[src/inc/iep_pkg.sv]
// Function
// - priority byte top bit reads one, resets rest
// - bits 6..0 pick low/high level per source
// - priority byte at 0xB8, bit and byte access
// - enable bit 7 gates both timer3 overflows
// - enable bit 4 gates all counter array requests
// - enable bit 1 gates all usb requests
// - enable bit 0 gates the smbus request
// - extended priority bit 7 sets timer3 level
// - extended priority bit 4 sets counter array level
// - extended priority bit 1 sets usb level
// - extended priority bit 0 sets smbus level
// - second enable upper nibble reads zero
// - second enable bit 3 gates port match
// - second enable bit 1 gates uart one
// - second enable bit 0 gates bus supply sense
// - global enable overrides every individual mask
package iep_pkg;

  localparam logic [7:0] ADDR_PRIO0    = 8'hB8;
  localparam logic [7:0] ADDR_EN1      = 8'hE6;
  localparam logic [7:0] ADDR_EN2      = 8'hE7;
  localparam logic [7:0] ADDR_PRIO1    = 8'hF6;

  localparam logic [6:0] RST_PRIO0     = 7'h00;
  localparam logic [7:0] RST_EN1       = 8'h00;
  localparam logic [7:0] RST_PRIO1     = 8'h00;
  localparam logic [3:0] RST_EN2       = 4'h0;
  localparam logic [7:0] RST_RDATA     = 8'h00;

  localparam int         PRIO0_TOP     = 7;
  localparam int         EN2_WIDTH     = 4;

  localparam int         BIT_TIMER3    = 7;
  localparam int         BIT_PCA       = 4;
  localparam int         BIT_USB       = 1;
  localparam int         BIT_SMB       = 0;
  localparam int         BIT_MATCH     = 3;
  localparam int         BIT_UART1     = 1;
  localparam int         BIT_VBUS      = 0;

  // source index is also the fixed polling order, lowest first
  localparam int         NSRC          = 14;
  localparam int         NCLASSIC      = 7;
  localparam logic [3:0] SRC_SMB       = 4'h7;
  localparam logic [3:0] SRC_USB       = 4'h8;
  localparam logic [3:0] SRC_PCA       = 4'h9;
  localparam logic [3:0] SRC_TIMER3    = 4'hA;
  localparam logic [3:0] SRC_VBUS      = 4'hB;
  localparam logic [3:0] SRC_UART1     = 4'hC;
  localparam logic [3:0] SRC_MATCH     = 4'hD;

  typedef struct packed {
    logic       wr;
    logic       rd;
    logic       bit_wr;
    logic       bit_val;
    logic [7:0] addr;
    logic [7:0] wdata;
  } iep_sfr_s;

  typedef struct packed {
    logic       match;
    logic       uart1;
    logic       vbus;
    logic       timer3_high_overflow;
    logic       timer3_low_overflow;
    logic       pca;
    logic       usb;
    logic       smb;
    logic [6:0] classic;
  } iep_src_s;

  typedef struct packed {
    logic       req;
    logic       hi;
    logic [3:0] idx;
  } iep_grant_s;

endpackage

[src/hw/iep_core.sv]
module iep_core (
  // clock and reset
  input  wire logic                mclk,
  input  wire logic                arst_n,
  // special function register port
  input  wire iep_pkg::iep_sfr_s   sfr,
  output      logic [7:0]          sfr_rdata,
  // peripheral requests and external controls
  input  wire iep_pkg::iep_src_s   src,
  input  wire logic                global_irq_en,
  input  wire logic [6:0]          classic_en,
  input  wire logic [7:0]          prio_second,
  // cpu core side
  input  wire logic                irq_ack,
  input  wire logic                irq_ret,
  output      iep_pkg::iep_grant_s grant
);

  logic [6:0]          prio0_q;
  logic [6:0]          prio0_d;
  logic [7:0]          en1_q;
  logic [7:0]          en1_d;
  logic [7:0]          prio1_q;
  logic [7:0]          prio1_d;
  logic [3:0]          en2_q;
  logic [3:0]          en2_d;
  logic [7:0]          rdata_q;
  logic [7:0]          rdata_d;
  logic                in_lo_q;
  logic                in_lo_d;
  logic                in_hi_q;
  logic                in_hi_d;
  iep_pkg::iep_grant_s grant_q;
  iep_pkg::iep_grant_s grant_d;

  logic [iep_pkg::NSRC-1:0] req_vec;
  logic [iep_pkg::NSRC-1:0] en_vec;
  logic [iep_pkg::NSRC-1:0] prio_vec;
  logic [iep_pkg::NSRC-1:0] pend;
  logic [iep_pkg::NSRC-1:0] hi_pend;
  logic [iep_pkg::NSRC-1:0] lo_pend;
  logic                     bit_hit;

  assign sfr_rdata = rdata_q;
  assign grant     = grant_q;

  // register file
  assign bit_hit = sfr.bit_wr &&
                   (sfr.addr[7:3] == iep_pkg::ADDR_PRIO0[7:3]);

  always_comb begin
    prio0_d = prio0_q;
    en1_d   = en1_q;
    prio1_d = prio1_q;
    en2_d   = en2_q;
    rdata_d = rdata_q;
    if (sfr.wr) begin
      unique case (sfr.addr)
        iep_pkg::ADDR_PRIO0: prio0_d = sfr.wdata[6:0];
        iep_pkg::ADDR_EN1:   en1_d   = sfr.wdata;
        iep_pkg::ADDR_PRIO1: prio1_d = sfr.wdata;
        iep_pkg::ADDR_EN2:   en2_d   = sfr.wdata[3:0];
        default: ;
      endcase
    end
    // bit 7 is a constant one, so a bit write there is dropped
    if (bit_hit && sfr.addr[2:0] != 3'h7) begin
      prio0_d[sfr.addr[2:0]] = sfr.bit_val;
    end
    if (sfr.rd) begin
      unique case (sfr.addr)
        iep_pkg::ADDR_PRIO0: rdata_d = {1'b1, prio0_q};
        iep_pkg::ADDR_EN1:   rdata_d = en1_q;
        iep_pkg::ADDR_PRIO1: rdata_d = prio1_q;
        iep_pkg::ADDR_EN2:   rdata_d = {4'h0, en2_q};
        default:             rdata_d = iep_pkg::RST_RDATA;
      endcase
    end
  end

  always_ff @(posedge mclk or negedge arst_n) begin
    if (!arst_n) begin
      prio0_q <= iep_pkg::RST_PRIO0;
      en1_q   <= iep_pkg::RST_EN1;
      prio1_q <= iep_pkg::RST_PRIO1;
      en2_q   <= iep_pkg::RST_EN2;
      rdata_q <= iep_pkg::RST_RDATA;
    end else begin
      prio0_q <= prio0_d;
      en1_q   <= en1_d;
      prio1_q <= prio1_d;
      en2_q   <= en2_d;
      rdata_q <= rdata_d;
    end
  end

  // source vectors in polling order
  assign req_vec = {src.match, src.uart1, src.vbus,
                    src.timer3_high_overflow | src.timer3_low_overflow,
                    src.pca, src.usb, src.smb, src.classic};

  assign en_vec = {en2_q[iep_pkg::BIT_MATCH],
                   en2_q[iep_pkg::BIT_UART1],
                   en2_q[iep_pkg::BIT_VBUS],
                   en1_q[iep_pkg::BIT_TIMER3],
                   en1_q[iep_pkg::BIT_PCA],
                   en1_q[iep_pkg::BIT_USB],
                   en1_q[iep_pkg::BIT_SMB],
                   classic_en};

  assign prio_vec = {prio_second[iep_pkg::BIT_MATCH],
                     prio_second[iep_pkg::BIT_UART1],
                     prio_second[iep_pkg::BIT_VBUS],
                     prio1_q[iep_pkg::BIT_TIMER3],
                     prio1_q[iep_pkg::BIT_PCA],
                     prio1_q[iep_pkg::BIT_USB],
                     prio1_q[iep_pkg::BIT_SMB],
                     prio0_q};

  assign pend    = req_vec & en_vec & {iep_pkg::NSRC{global_irq_en}};
  assign hi_pend = pend & prio_vec;
  assign lo_pend = pend & ~prio_vec;

  // in-service levels and the next grant
  always_comb begin
    in_lo_d = in_lo_q;
    in_hi_d = in_hi_q;
    grant_d = '0;
    // return pops the innermost level first
    if (irq_ret) begin
      if (in_hi_q) begin
        in_hi_d = 1'b0;
      end else begin
        in_lo_d = 1'b0;
      end
    end
    // an ack in the same cycle as a return still enters service
    if (irq_ack && grant_q.req) begin
      if (grant_q.hi) begin
        in_hi_d = 1'b1;
      end else begin
        in_lo_d = 1'b1;
      end
    end
    // judged on next levels so a taken grant drops at once
    for (int i = iep_pkg::NSRC - 1; i >= 0; i--) begin
      if (lo_pend[i] && !in_lo_d && !in_hi_d) begin
        grant_d.req = 1'b1;
        grant_d.idx = 4'(i);
      end
    end
    for (int i = iep_pkg::NSRC - 1; i >= 0; i--) begin
      if (hi_pend[i] && !in_hi_d) begin
        grant_d.req = 1'b1;
        grant_d.hi  = 1'b1;
        grant_d.idx = 4'(i);
      end
    end
  end

  always_ff @(posedge mclk or negedge arst_n) begin
    if (!arst_n) begin
      in_lo_q <= 1'b0;
      in_hi_q <= 1'b0;
      grant_q <= '0;
    end else begin
      in_lo_q <= in_lo_d;
      in_hi_q <= in_hi_d;
      grant_q <= grant_d;
    end
  end
endmodule

[config.mk]
export PLATFORM = sky130hd
export DESIGN_NAME = iep_core
export DESIGN_NICKNAME = d
export VERILOG_FILES = /design/src/inc/iep_pkg.sv /design/src/hw/iep_core.sv
export SDC_FILE = /design/constraint.sdc
export NUM_CORES = 1
export LEC_CHECK = 0
export ABC_AREA = 0
export BUFFER_PORTS_ARGS = -buffer_cell sky130_fd_sc_hd__buf_2
export CAP_MARGIN = 20
export CORE_UTILIZATION = 48
export CTS_CLUSTER_DIAMETER = 60
export DETAILED_ROUTE_END_ITERATION = 12
export PLACE_DENSITY = 0.77
export SETUP_SLACK_MARGIN = 0.05
export SYNTH_ARGS = -nofsm -noshare
export SYNTH_HDL_FRONTEND = slang
export SYNTH_SLANG_ARGS = --single-unit
[constraint.sdc]
create_clock -name mclk -period 1.7 [get_ports mclk]
set_input_delay 0.085 -clock mclk [delete_from_list [all_inputs] [get_ports mclk]]
set_output_delay 0.085 -clock mclk [all_outputs]
set_load 0.03 [all_outputs]
==> results.txt, run 1 <==
* Post-DP Area: 3150 sq um
* Die outline width: 75.3 microns
- Maximum fanout along the worst path: 5
- The clock passes through at most 2 buffers.
* Maximum vdd ir drop: 430 uV
- Post-route standard cell area excluding fillers: 3320 sq um
- DR iter-0 viols: 204
* Worst Hold Class: in -> reg
* Max Clock Freq: approximately 610 MHz
* Met3 capacity usage during global routing: 3.70%
- The number of global-route vias before repair was roughly 2300.
- Clock sink count: 43
- Final-layout setup total negative slack: 0 ns
* Cell depth of the worst flop-to-flop path: 5
* Tightest slew margin relative to the limit: 60.3%
- Worst hold path cell count: 2
- Total GRT Usage: 26.4%
- Pin count of the biggest net entering global routing: 25
* First-pass GRT wire length: approximately 11 mm
* Avg Vias per Cell: 5.98
* Die ar.: roughly 5700 sq um
* Proportion of register bits with asynchronous set or reset after synthesis: 100%
* Count of filler cells inserted in the layout: 416
- Run status: completed
- Max-cap violations in this run came to 0.
* Warnings from Yosys: 0
* Most used standard cell by instance count after synthesis: dfrtp_1
- Antenna fix cells: 0
- Starting Density: 50.2%
* Final worst setup slack: 0.0553 ns
- The netlist uses 50 different library cells.
- The signal on the critical path passes through nand2b_1, nand4_1, or4b_1, a21oi_1, a2bb2oi_1.
* Measured slew at the worst slew-check pin: roughly 0.59 ns
- Via count: approximately 2500
- Yosys top cell by area: dfrtp_1
- TritonCTS created 5 clock buffers.
* Share of the cycle needed by the critical path after routing: 96.7%
* Number of search-and-repair iterations in the first detailed-routing pass: 5
* Hpwl dp: 5.41 mm
- Setup violations remaining at the end of the flow were counted as 0.
- Dpl ws: 0.0263 ns
* Post-synthesis area per instance: roughly 10 sq um
- Critical Path End Type: flip-flop
- WS Path Type: reg -> reg
- Clock-pin slew was measured on the worst setup and hold paths at 0.09 ns.
- For met1 alone, demand over resource in global routing was 33.4%.
* Most used flip-flop cell after synthesis: dfrtp_1
- Sequential cell area fraction in the yosys report: a little over two fifths
- The post-route netlist has 41.6% of its cells at a drive strength greater than 1.
- Clock tree synthesis selected as its root buffer the cell clkbuf_8.
* Number of slew-limit violations in the final report: 0
* Average wire length per cell after detail routing: about 17 microns
- Global routing consumed, on the met2 layer, 46.3% of the routing resources.
* Arrival time at the worst endpoint: roughly 1.9 ns
- RSZ-0062 raised after global routing: true
- EDFF count, synth: 0
* Worst hold slack after final layout: 0.0398 ns
* Synth top area cells: dfrtp_1 (42%), mux2_2 (14%), and4b_1 (3.9%)
- Once detail routing completed, the nets flagged for antenna violations numbered 0.
- For this run, the post-layout net count is 396.
* Data required time at the worst endpoint: ~1.9 ns
* Peak-usage layer in the global routing report: met2
- Critical Path Max Stage Delay: 0.57 ns
* Die Ht: 75.3 microns
* Worst clock skew: 0.0102 ns
- Relative area change from synthesis to final layout: 28.6%
- Synthesis produced a netlist with a net count of 303.
- Placeable core region: roughly 5100 sq um
- Post-synthesis instance area: 2580 sq um
* Gp weighted congestion: 0.909
- In the synthesized netlist, the cells that appear most often are dfrtp_1 (43), mux2_2 (32), nand2_1 (20), nand4_1 (13), nor2_1 (13).
- The H-tree was split into 2 levels.
* Wire length reported by the detailed router: approximately 7.0 mm
- Min cycle time layout: 1.64 ns
- Row generation in the floorplan step produced 26 rows.
- Fraction of synthesized cell area taken by the top area cell type: 41.7%
- At the later pin of the worst-skew pair, clock insertion delay measures 0.30 ns.
- Input and output buffers added on the ports amount to between 60 and 70.
- Clock tree from TritonCTS: built
* Number of instances in the synthesized netlist: 248
- In this run, synthesis produced a sequential element count of 43.
- Power spread over the standard cell area amounts to slightly above 700 nW/um^2.
- For this design, the slowest cell found on the critical path is or4b_1.
- Worst setup SP type: flip-flop
- Final hold vios: 0
- In this run the static leakage power is 1.67 nW.
- Global routing finished with a remaining overflow of 0.
* Number of top-level design ports: 69
- In the routed design, unresolved DRC markers number 0.
- Number of antenna violations at the first check in global routing: 0
[flip-flops by register name, indices dropped and copies added (netlist names)]
name,flops
en1_q,8
en2_q,4
grant,6
in_hi_q,1
in_lo_q,1
prio0_q,7
prio1_q,8
sfr_rdata,8
[through the flow]
| step | std cells | power [mW] | utilization, % |
|---|---|---|---|
| after CTS | 409 | 2.41 | 63.9 |
| after floorplan | 248 | 1.41 | - |
| final | 411 | 2.41 | 64.6 |
| after global placement | 400 | 1.62 | 61.3 |
| after global routing | 411 | 2.52 | 64.6 |
| after detailed placement | 400 | 1.64 | 61.3 |
[report_power, final]
part	internal, mW	switching, mW	total [mW]	leakage [nW]
clock	0.431	0.341	0.772	0.0513
sequential	1.09	0.0420	1.14	0.583
combinational	0.228	0.279	0.506	1.03
total	1.75	0.662	2.41	1.67
[worst max-delay path, delay by kind of cell (launching register included)]
kind            cells  cell delay (ns)
simple gates        3             0.87
compound gates      2             0.29
flops               1             0.40
[timing repair]
item                                    4_1_cts  5_1_grt
resized for setup                             2        7
pin swaps                                     0        7
endpoints found under the setup margin        2        5
hold buffers                                  1        0
buffers inserted                              1        2
endpoints found under the hold margin        21        0
[routing by layer]
metal / part of all wire, % / up-vias
li1: - / 1152
met1: 43 / 1200
met2: 51 / 91
met3: 4.7 / 14
met4: 2.2 / 0
met5: 0 / -
[cell families (layout without fill, tap and decap cells)]
group                  after synthesis  in the layout  synth area share (%)
AOI/OAI and AO/OA                   50             50                  13.7
muxes                               39             39                  17.0
and+or+nand+nor                    105            105                  25.7
buffers and inverters               11            104                  1.89
DFF                                 43             43                  41.7
[placed cells by master, fill, tap and decap left out, types with 2 or more instances in the layout]
cell type,Yosys,layout
clkbuf_8,0,5
and3_4,0,2
nand4b_1,4,4
a21boi_0,3,3
nor2b_1,2,2
buf_2,3,63
nand4_1,13,13
nand2b_1,9,9
a22oi_1,3,3
mux2_1,7,7
o22ai_1,4,4
o21ai_1,0,3
and4b_1,10,10
nand2_1,20,20
o31ai_1,2,2
o211ai_1,3,3
a21oi_1,9,9
inv_1,6,6
nor3b_1,3,3
and2_1,4,4
nor2_1,13,13
mux2_2,32,32
a222oi_1,4,4
nor3_2,2,2
buf_4,1,26
a31oi_1,5,5
o21ai_0,5,2
nor3_1,3,3
dfrtp_1,43,43
nand3_1,7,7
nor4_2,2,3
nand3b_1,2,2
a211oi_1,2,2
[cell type report]
type | count | area (sq um) | area share (%)
Clock buffer | 6 | 72.6 | 2.19
Timing Repair Buffer | 91 | 541 | 16.3
Inverter | 6 | 22.5 | 0.679
Sequential cell | 43 | 1080 | 32.4
Tap cell | 70 | 87.6 | 2.64
Multi-Input combinational cell | 194 | 1490 | 44.9
Clock inverter | 1 | 30.0 | 0.905
[path summary, 6_finish.rpt]
path,from,to,slack [ns]
hold reg to reg,prio1_q[6],prio1_q[6],0.50
min in group asynchronous,arst_n,in_hi_q,0.30
max in group asynchronous,arst_n,prio1_q[7],0.88
setup / recovery,in_hi_q,grant[1],0.06
hold / removal,sfr[7],en1_q[7],0.04
setup reg to reg,in_hi_q,grant[1],0.06
No activity file was read; power rests on OpenSTA's default activity.
==> run 2: changes to the inputs <==
==> constraint.sdc (replaced) <==
create_clock -name mclk -period 1.7 [get_ports mclk]
set_input_delay 0.34 -clock mclk [delete_from_list [all_inputs] [get_ports mclk]]
set_output_delay 0.34 -clock mclk [all_outputs]
set_load 0.03 [all_outputs]
==> results.txt, run 2 (synthesis results as in run 1) <==
- Run status: completed
- Based on the critical path, the design can be clocked at up to 601 MHz.
- Worst-path cell chain: nand2b_1, nand4_1, or4b_4, a21oi_4, a2bb2oi_2
- Antenna fix cells: 0
- For this design the static power due to leakage is 1.81 nW.
- The post-route netlist has 47.4% of its cells at a drive strength greater than 1.
- Average wire length per cell after detail routing: 16.8 microns
- Setup Viol. Count Final: 0
- FF-to-FF End: grant[1]
- The startpoint identified for the worst register-to-register timing path is in_hi_q.
- Clock latency on the worst-skew pair: 0.29 ns
* Number of slew-limit violations in the final report: 0
* Overall overflow remaining after global route: 0
- At the pin with the least slew margin, the transition time is between 0.5 and 0.6 ns.
- Number of buffer and inverter instances along the worst setup path: 0
* Share of the cycle needed by the critical path after routing: 97.8%
* Hpwl dp: roughly 5.7 mm
- Dpl ws: -0.183 ns
- The pre-antenna-repair detailed-routing pass consisted of 5 iterations.
- The count of nets left with antenna violations once routing finished came out at 0.
- Along the worst path, the maximum fanout reaches 5.
- Pin count of the biggest net entering global routing: 44
- Tightest slew margin relative to the limit: 64.1%
- Critical Path Max Stage Delay: 0.57 ns
* Total power: 2.48 mW
- Via count: 2537
- RSZ-0062 raised after global routing: true
- The critical path is of the reg -> reg type.
- Clock input transition at the sequential cells of the worst setup and hold paths: 0.08 ns
* DR iter-0 viols: 112
* Die ar.: 5670 sq um
* Fraction of power spent switching nets: 28.0%
* Length of routed met2 wiring: 3.58 mm
* Net switching power: 695 uW
* Row count: 26
- Of the total power, the clock network draws 31.5%.
- Cell internal power dissipation: 1.78 mW
- For the worst flop-to-flop path, the logic depth is 5.
- Number of buffers on the longest clock path: 2
- Crit path launch: in_hi_q
* Slowest cell on crit path: or4b_4
- Per report_power, the combinational group accounts for 22.5% of the total.
* Worst setup SP type: flip-flop
* Final worst setup slack: roughly 0.037 ns
* Placeable core region: 5140 sq um
- Global routing consumed, over all layers together, 27.8% of the routing resources.
- Critical Path End Type: flip-flop
- Once the floorplan was initialized, standard cells occupied 50.2% of the core.
- Relative area change from synthesis to final layout: 37.2%
- Avg Vias per Cell: 5.81
- Met3 wire len: approximately 390 microns
- IO buf count: 63
- DRC violations left: 0
- Signal routing reaches up to met4.
* Clock tree from TritonCTS: built
* Reg2Reg Setup Slack: 0.04 ns
* Gp weighted congestion: roughly 0.92
* Arrival time at the worst endpoint: 1.89 ns
- Worst Hold Class: in -> async
* CTS buffer count: 5
- Clock root buffer: clkbuf_8
- Max-cap violations in this run came to 0.
* Wire length reported by the detailed router: 7.33 mm
- The number of global-route vias before repair is 2549.
* Total power density per cell area: between 600 and 700 nW/um^2
* Met1 Routed Length: 3.12 mm
- In the layout the commonest cells are buf_2 (63), buf_4 (53), dfrtp_1 (43).
- Grouping stages by cell kind, the critical path spends the most delay in simple AND/OR/NAND/NOR gates.
- CTS H-tree depth: 2
* Die Ht: 75.3 microns
- The initial antenna violation count came to 0.
* Sequential power share: 46.0%
- For the worst setup path, the data required time is 1.93 ns.
- First-pass GRT wire length: 11.6 mm
- Commonest non-fill, non-tap cell in the layout: buf_2
- For the finished layout, the period the worst path requires is 1.66 ns.
- Quantity of hold-fixing buffers added after cts: 0
- The net count of the finished layout is 422.
- The die is 75.3 microns wide.
* Clock sink count: 43
- The worst-case IR drop observed on VDD is 382 uV.
* Final hold vios: 0
* Number of top-level design ports: a little under 70
* Worst clock skew: 0.00600 ns
==> run 2: changes by cell type in the layout (fill, tap and decap cells not counted), sizes merged <==
cell,before,now
buf,90,117
clkbuf,6,5
clkinvlp,0,1
dlygate4sd3,1,0
==> run 2: stage by stage <==
stage | std cells | hold WS (ns) | cell area, sq um | utilization, % | setup TNS (ns)
6_report | 437 | 0.106 | 3540 | 68.9 | 0
5_1_grt | 437 | 0.159 | 3540 | 68.9 | -0.0533
4_1_cts | 436 | 0.136 | 3520 | 68.4 | 0
3_5_place_dp | 426 | 0.451 | 3350 | 65.2 | -2.17
3_3_place_gp | 426 | 0.445 | 3350 | 65.2 | -1.26
2_1_floorplan | 248 | 0.0444 | 2590 | - | -0.838
==> run 2: worst max-delay path by stage <==
stage                 end  slack [ns]  depth (start not counted)
2_1_floorplan  prio0_q[0]       -0.12                          5
3_3_place_gp     grant[3]       -0.13                          7
3_5_place_dp   prio0_q[6]       -0.18                          6
4_1_cts          grant[1]        0.05                          5
5_1_grt          grant[1]       -0.03                          5
6_report         grant[1]        0.04                          5
==> run 2: what timing repair did <==
item / CTS / global route
endpoints found under the setup margin: 2 / 5
setup buffers: 3 / 1
gates resized for setup: 7 / 4
pin swaps: 4 / 5
==> run 2: power groups by stage <==
stage	clock network, mW	logic, mW	registers, mW
after floorplan	0	0.208	1.21
after global placement	0	0.501	1.16
after detailed placement	0	0.512	1.16
after global routing	0.831	0.607	1.15
final	0.781	0.557	1.14
after CTS	0.794	0.547	1.14
==> run 2: area by class of cell <==
class / count / area, sq um
timing repair buffer: 117 / 733
clock inverter: 2 / 37.5
sequential: 43 / 1080
tap: 70 / 87.6
clock buffer: 5 / 68.8
multi-input combinational: 194 / 1520
inverter: 6 / 22.5
fill: 418 / 1600
==> run 2: routing by layer <==
| metal | GRT usage [%] | vias up |
|---|---|---|
| met4 | 13.0 | 0 |
| met1 | 34.1 | 1229 |
| met3 | 4.63 | 19 |
| met5 | 0 | - |
| met2 | 47.8 | 89 |
| li1 | - | 1200 |
==> run 3: changes to the inputs <==
--- a/config.mk
+++ b/config.mk
@@ -9,7 +9,6 @@
 export BUFFER_PORTS_ARGS = -buffer_cell sky130_fd_sc_hd__buf_2
 export CAP_MARGIN = 20
 export CORE_UTILIZATION = 48
-export CTS_CLUSTER_DIAMETER = 60
 export DETAILED_ROUTE_END_ITERATION = 12
 export PLACE_DENSITY = 0.77
 export SETUP_SLACK_MARGIN = 0.05
==> constraint.sdc (replaced) <==
create_clock -name mclk -period 1.7 [get_ports mclk]
set_input_delay 0 -clock mclk [delete_from_list [all_inputs] [get_ports mclk]]
set_output_delay 0 -clock mclk [all_outputs]
set_load 0.03 [all_outputs]
==> results.txt, run 3 (synthesis results as in run 1) <==
- Cell depth of the worst flop-to-flop path: 5
- From synthesis to final layout, the design area changed by 33.5%.
- The HPWL after detailed placement is 5.35 mm.
* Highest-count cells in the layout ignoring fill and taps: buf_2 (63), dfrtp_1 (43), mux2_2 (32)
* Number of global-route vias before repair: 2253
* Avg Vias per Cell: 5.81
- In this run the worst hold path is classified as in -> reg.
- Overall overflow remaining after global route: 0
* Number of top-level design ports: 69
- The worst setup path is captured at a flip-flop.
* Leak: around 1.7 nW
- Worst-path cell chain: nand2b_1, nand4_1, or4b_1, a21oi_2, a2bb2oi_2
* Average wire length per cell after detail routing: about 16 microns
- The slowest stage of the critical path belongs to the cell or4b_1.
- The sequential cells in the finished layout cover a total of 1080 sq um.
* Max Clock Freq: slightly below 600 MHz
- In this design, the stage delay of the slowest critical-path cell is 0.57 ns.
- Counting buffers and inverters, the worst setup path is 5 cells deep.
* Via count: roughly 2500
* FF-to-FF End: grant[1]
- CTS placed an instance of clkbuf_8 at the clock tree root.
- The critical path ends at grant[1].
* Number of search-and-repair iterations in the first detailed-routing pass: 4
- Port buffering added 63 buffers.
- On the final layout, the worst clock skew is roughly 0.0082 ns.
- Arrival time at the worst endpoint: 1.91 ns
- Routability-driven placement finished with a final weighted congestion of 0.920.
- STA classifies the critical path startpoint as a flip-flop.
- The floorplan has 26 rows.
- The setup check on the worst reg-to-reg path leaves a slack of 0.02 ns.
* Layout cell share with drive strength beyond 1: a little over two fifths
- Count of max-cap constraint violations: 0
* Placeable core region: ~5000 sq um
- Routed Antenna Nets: 0
- Maximum fanout along the worst path: 6
- TritonCTS built the clock tree.
- Total power density per cell area: 698 nW/um^2
* DRC violations left: 0
- Counting along the longest clock path gives a buffer depth of 2.
- Setup violations remaining at the end of the flow were counted as 0.
* Clock input transition at the sequential cells of the worst setup and hold paths: 0.08 ns
- Antenna fix cells: 0
* Total power: 2.40 mW
- In this run the critical register-to-register path is launched from in_hi_q.
- Starting Density: 50.2%
- Crit path launch: in_hi_q
- In the final design database the tool counted 407 nets.
- After layout, the worst path uses 98.6% of the clock period.
* Cell family with most CP delay: simple AND/OR/NAND/NOR gates
- Count of filler cells inserted in the layout: 427
- Run status: completed
* Met1 Routed Length: 2.93 mm
- Met3 wire len: 362 microns
* Multi-input logic area: 1510 sq um
- Signal routing reaches up to met4.
* First-pass GRT wire length: 10.4 mm
- At the worst endpoint, the required time is 1.93 ns.
- Final hold vios: 0
- Tightest slew margin relative to the limit: roughly 65%
- WS Path Type: reg -> reg
- Maximum vdd ir drop: 562 uV
- Measured on the finished design, the core utilization comes to 67.0%.
- Summed over all layers, the routed wires come to a little under 7 mm.
- The worst path meets setup with around 0.024 ns of slack.
- CTS buffer count: 5
* CTS H-tree depth: 2
* Number of buffer and inverter instances along the worst setup path: 0
* Startpoint of the worst hold path: irq_ack
* Die Ht: 75.3 microns
- Die ar.: about 5700 sq um
- For the pin with the worst max-slew slack, the measured transition is 0.527 ns.
- Leaving out fill and tap cells, the most frequent cell in the layout is buf_2.
- RSZ-0062 raised after global routing: true
* Pin count of the biggest net entering global routing: 24
- The later pin in the worst-skew pair is clocked with a latency of approximately 0.3 ns.
- Global routing used 25.4% of the available tracks.
- Die outline width: 75.3 microns
- Wire segments on met2 add up to around 3.4 mm in the final route.
- DR iter-0 viols: 121
- Before CTS, the worst setup slack after placement is 0.0180 ns.
- Number of antenna violations at the first check in global routing: 0
- Clock sink count: 43
- Number of slew-limit violations in the final report: 0
* Min cycle time layout: 1.68 ns
[run 3: where the power goes]
part           internal (mW)  switching (mW)
clock network          0.370           0.361
logic                  0.244           0.289
registers               1.09          0.0438
[run 3: repair_timing]
item | in CTS | in global routing
hold endpoints to repair | 40 | 0
resized for setup | 3 | 8
setup buffers | 1 | 1
hold buffers | 9 | 0
setup endpoints to repair | 2 | 5
pin swaps | 2 | 5
[run 3: per-layer routing]
metal  vias up  GRT usage [%]
li1       1176              -
met1      1178           31.9
met2        85           43.5
met3        19           4.89
met4         0           10.3
met5         -              0
[run 3: stage by stage]
| step | std cells | TNS [ns] | hold slack (ns) | instance area, sq um |
|---|---|---|---|---|
| final | 423 | 0 | 0.0113 | 3440 |
| after global routing | 423 | -0.0854 | 0.0347 | 3440 |
| after CTS | 422 | 0 | 0.00160 | 3390 |
| after detailed placement | 404 | 0 | -0.00346 | 3180 |
| after global placement | 404 | 0 | -0.0115 | 3180 |
| after floorplan | 248 | 0 | -0.296 | 2580 |
[run 3: cell type report]
type,instances,share of cell area (%)
Clock buffer,7,2.80
Clock inverter,1,0.218
Inverter,6,0.654
Multi-Input combinational cell,194,43.9
Sequential cell,43,31.2
Tap cell,70,2.54
Timing Repair Buffer,102,18.7
[run 3: worst min-delay path: cells and delay by family]
kind                   cells  cell delay [ns]
AO/OA/AOI/OAI              1             0.09
buffers and inverters      1             0.10
AND/OR/NAND/NOR            1             0.08
[run 3: worst min path at each step]
stage / to / slack, ns / cells after the start
6_report: in_lo_q / 0.01 / 3
5_1_grt: in_lo_q / 0.03 / 3
4_1_cts: in_lo_q / 0.002 / 3
3_5_place_dp: in_lo_q / -0.003 / 1
3_3_place_gp: in_lo_q / -0.01 / 1
2_1_floorplan: en1_q[0] / -0.30 / 0
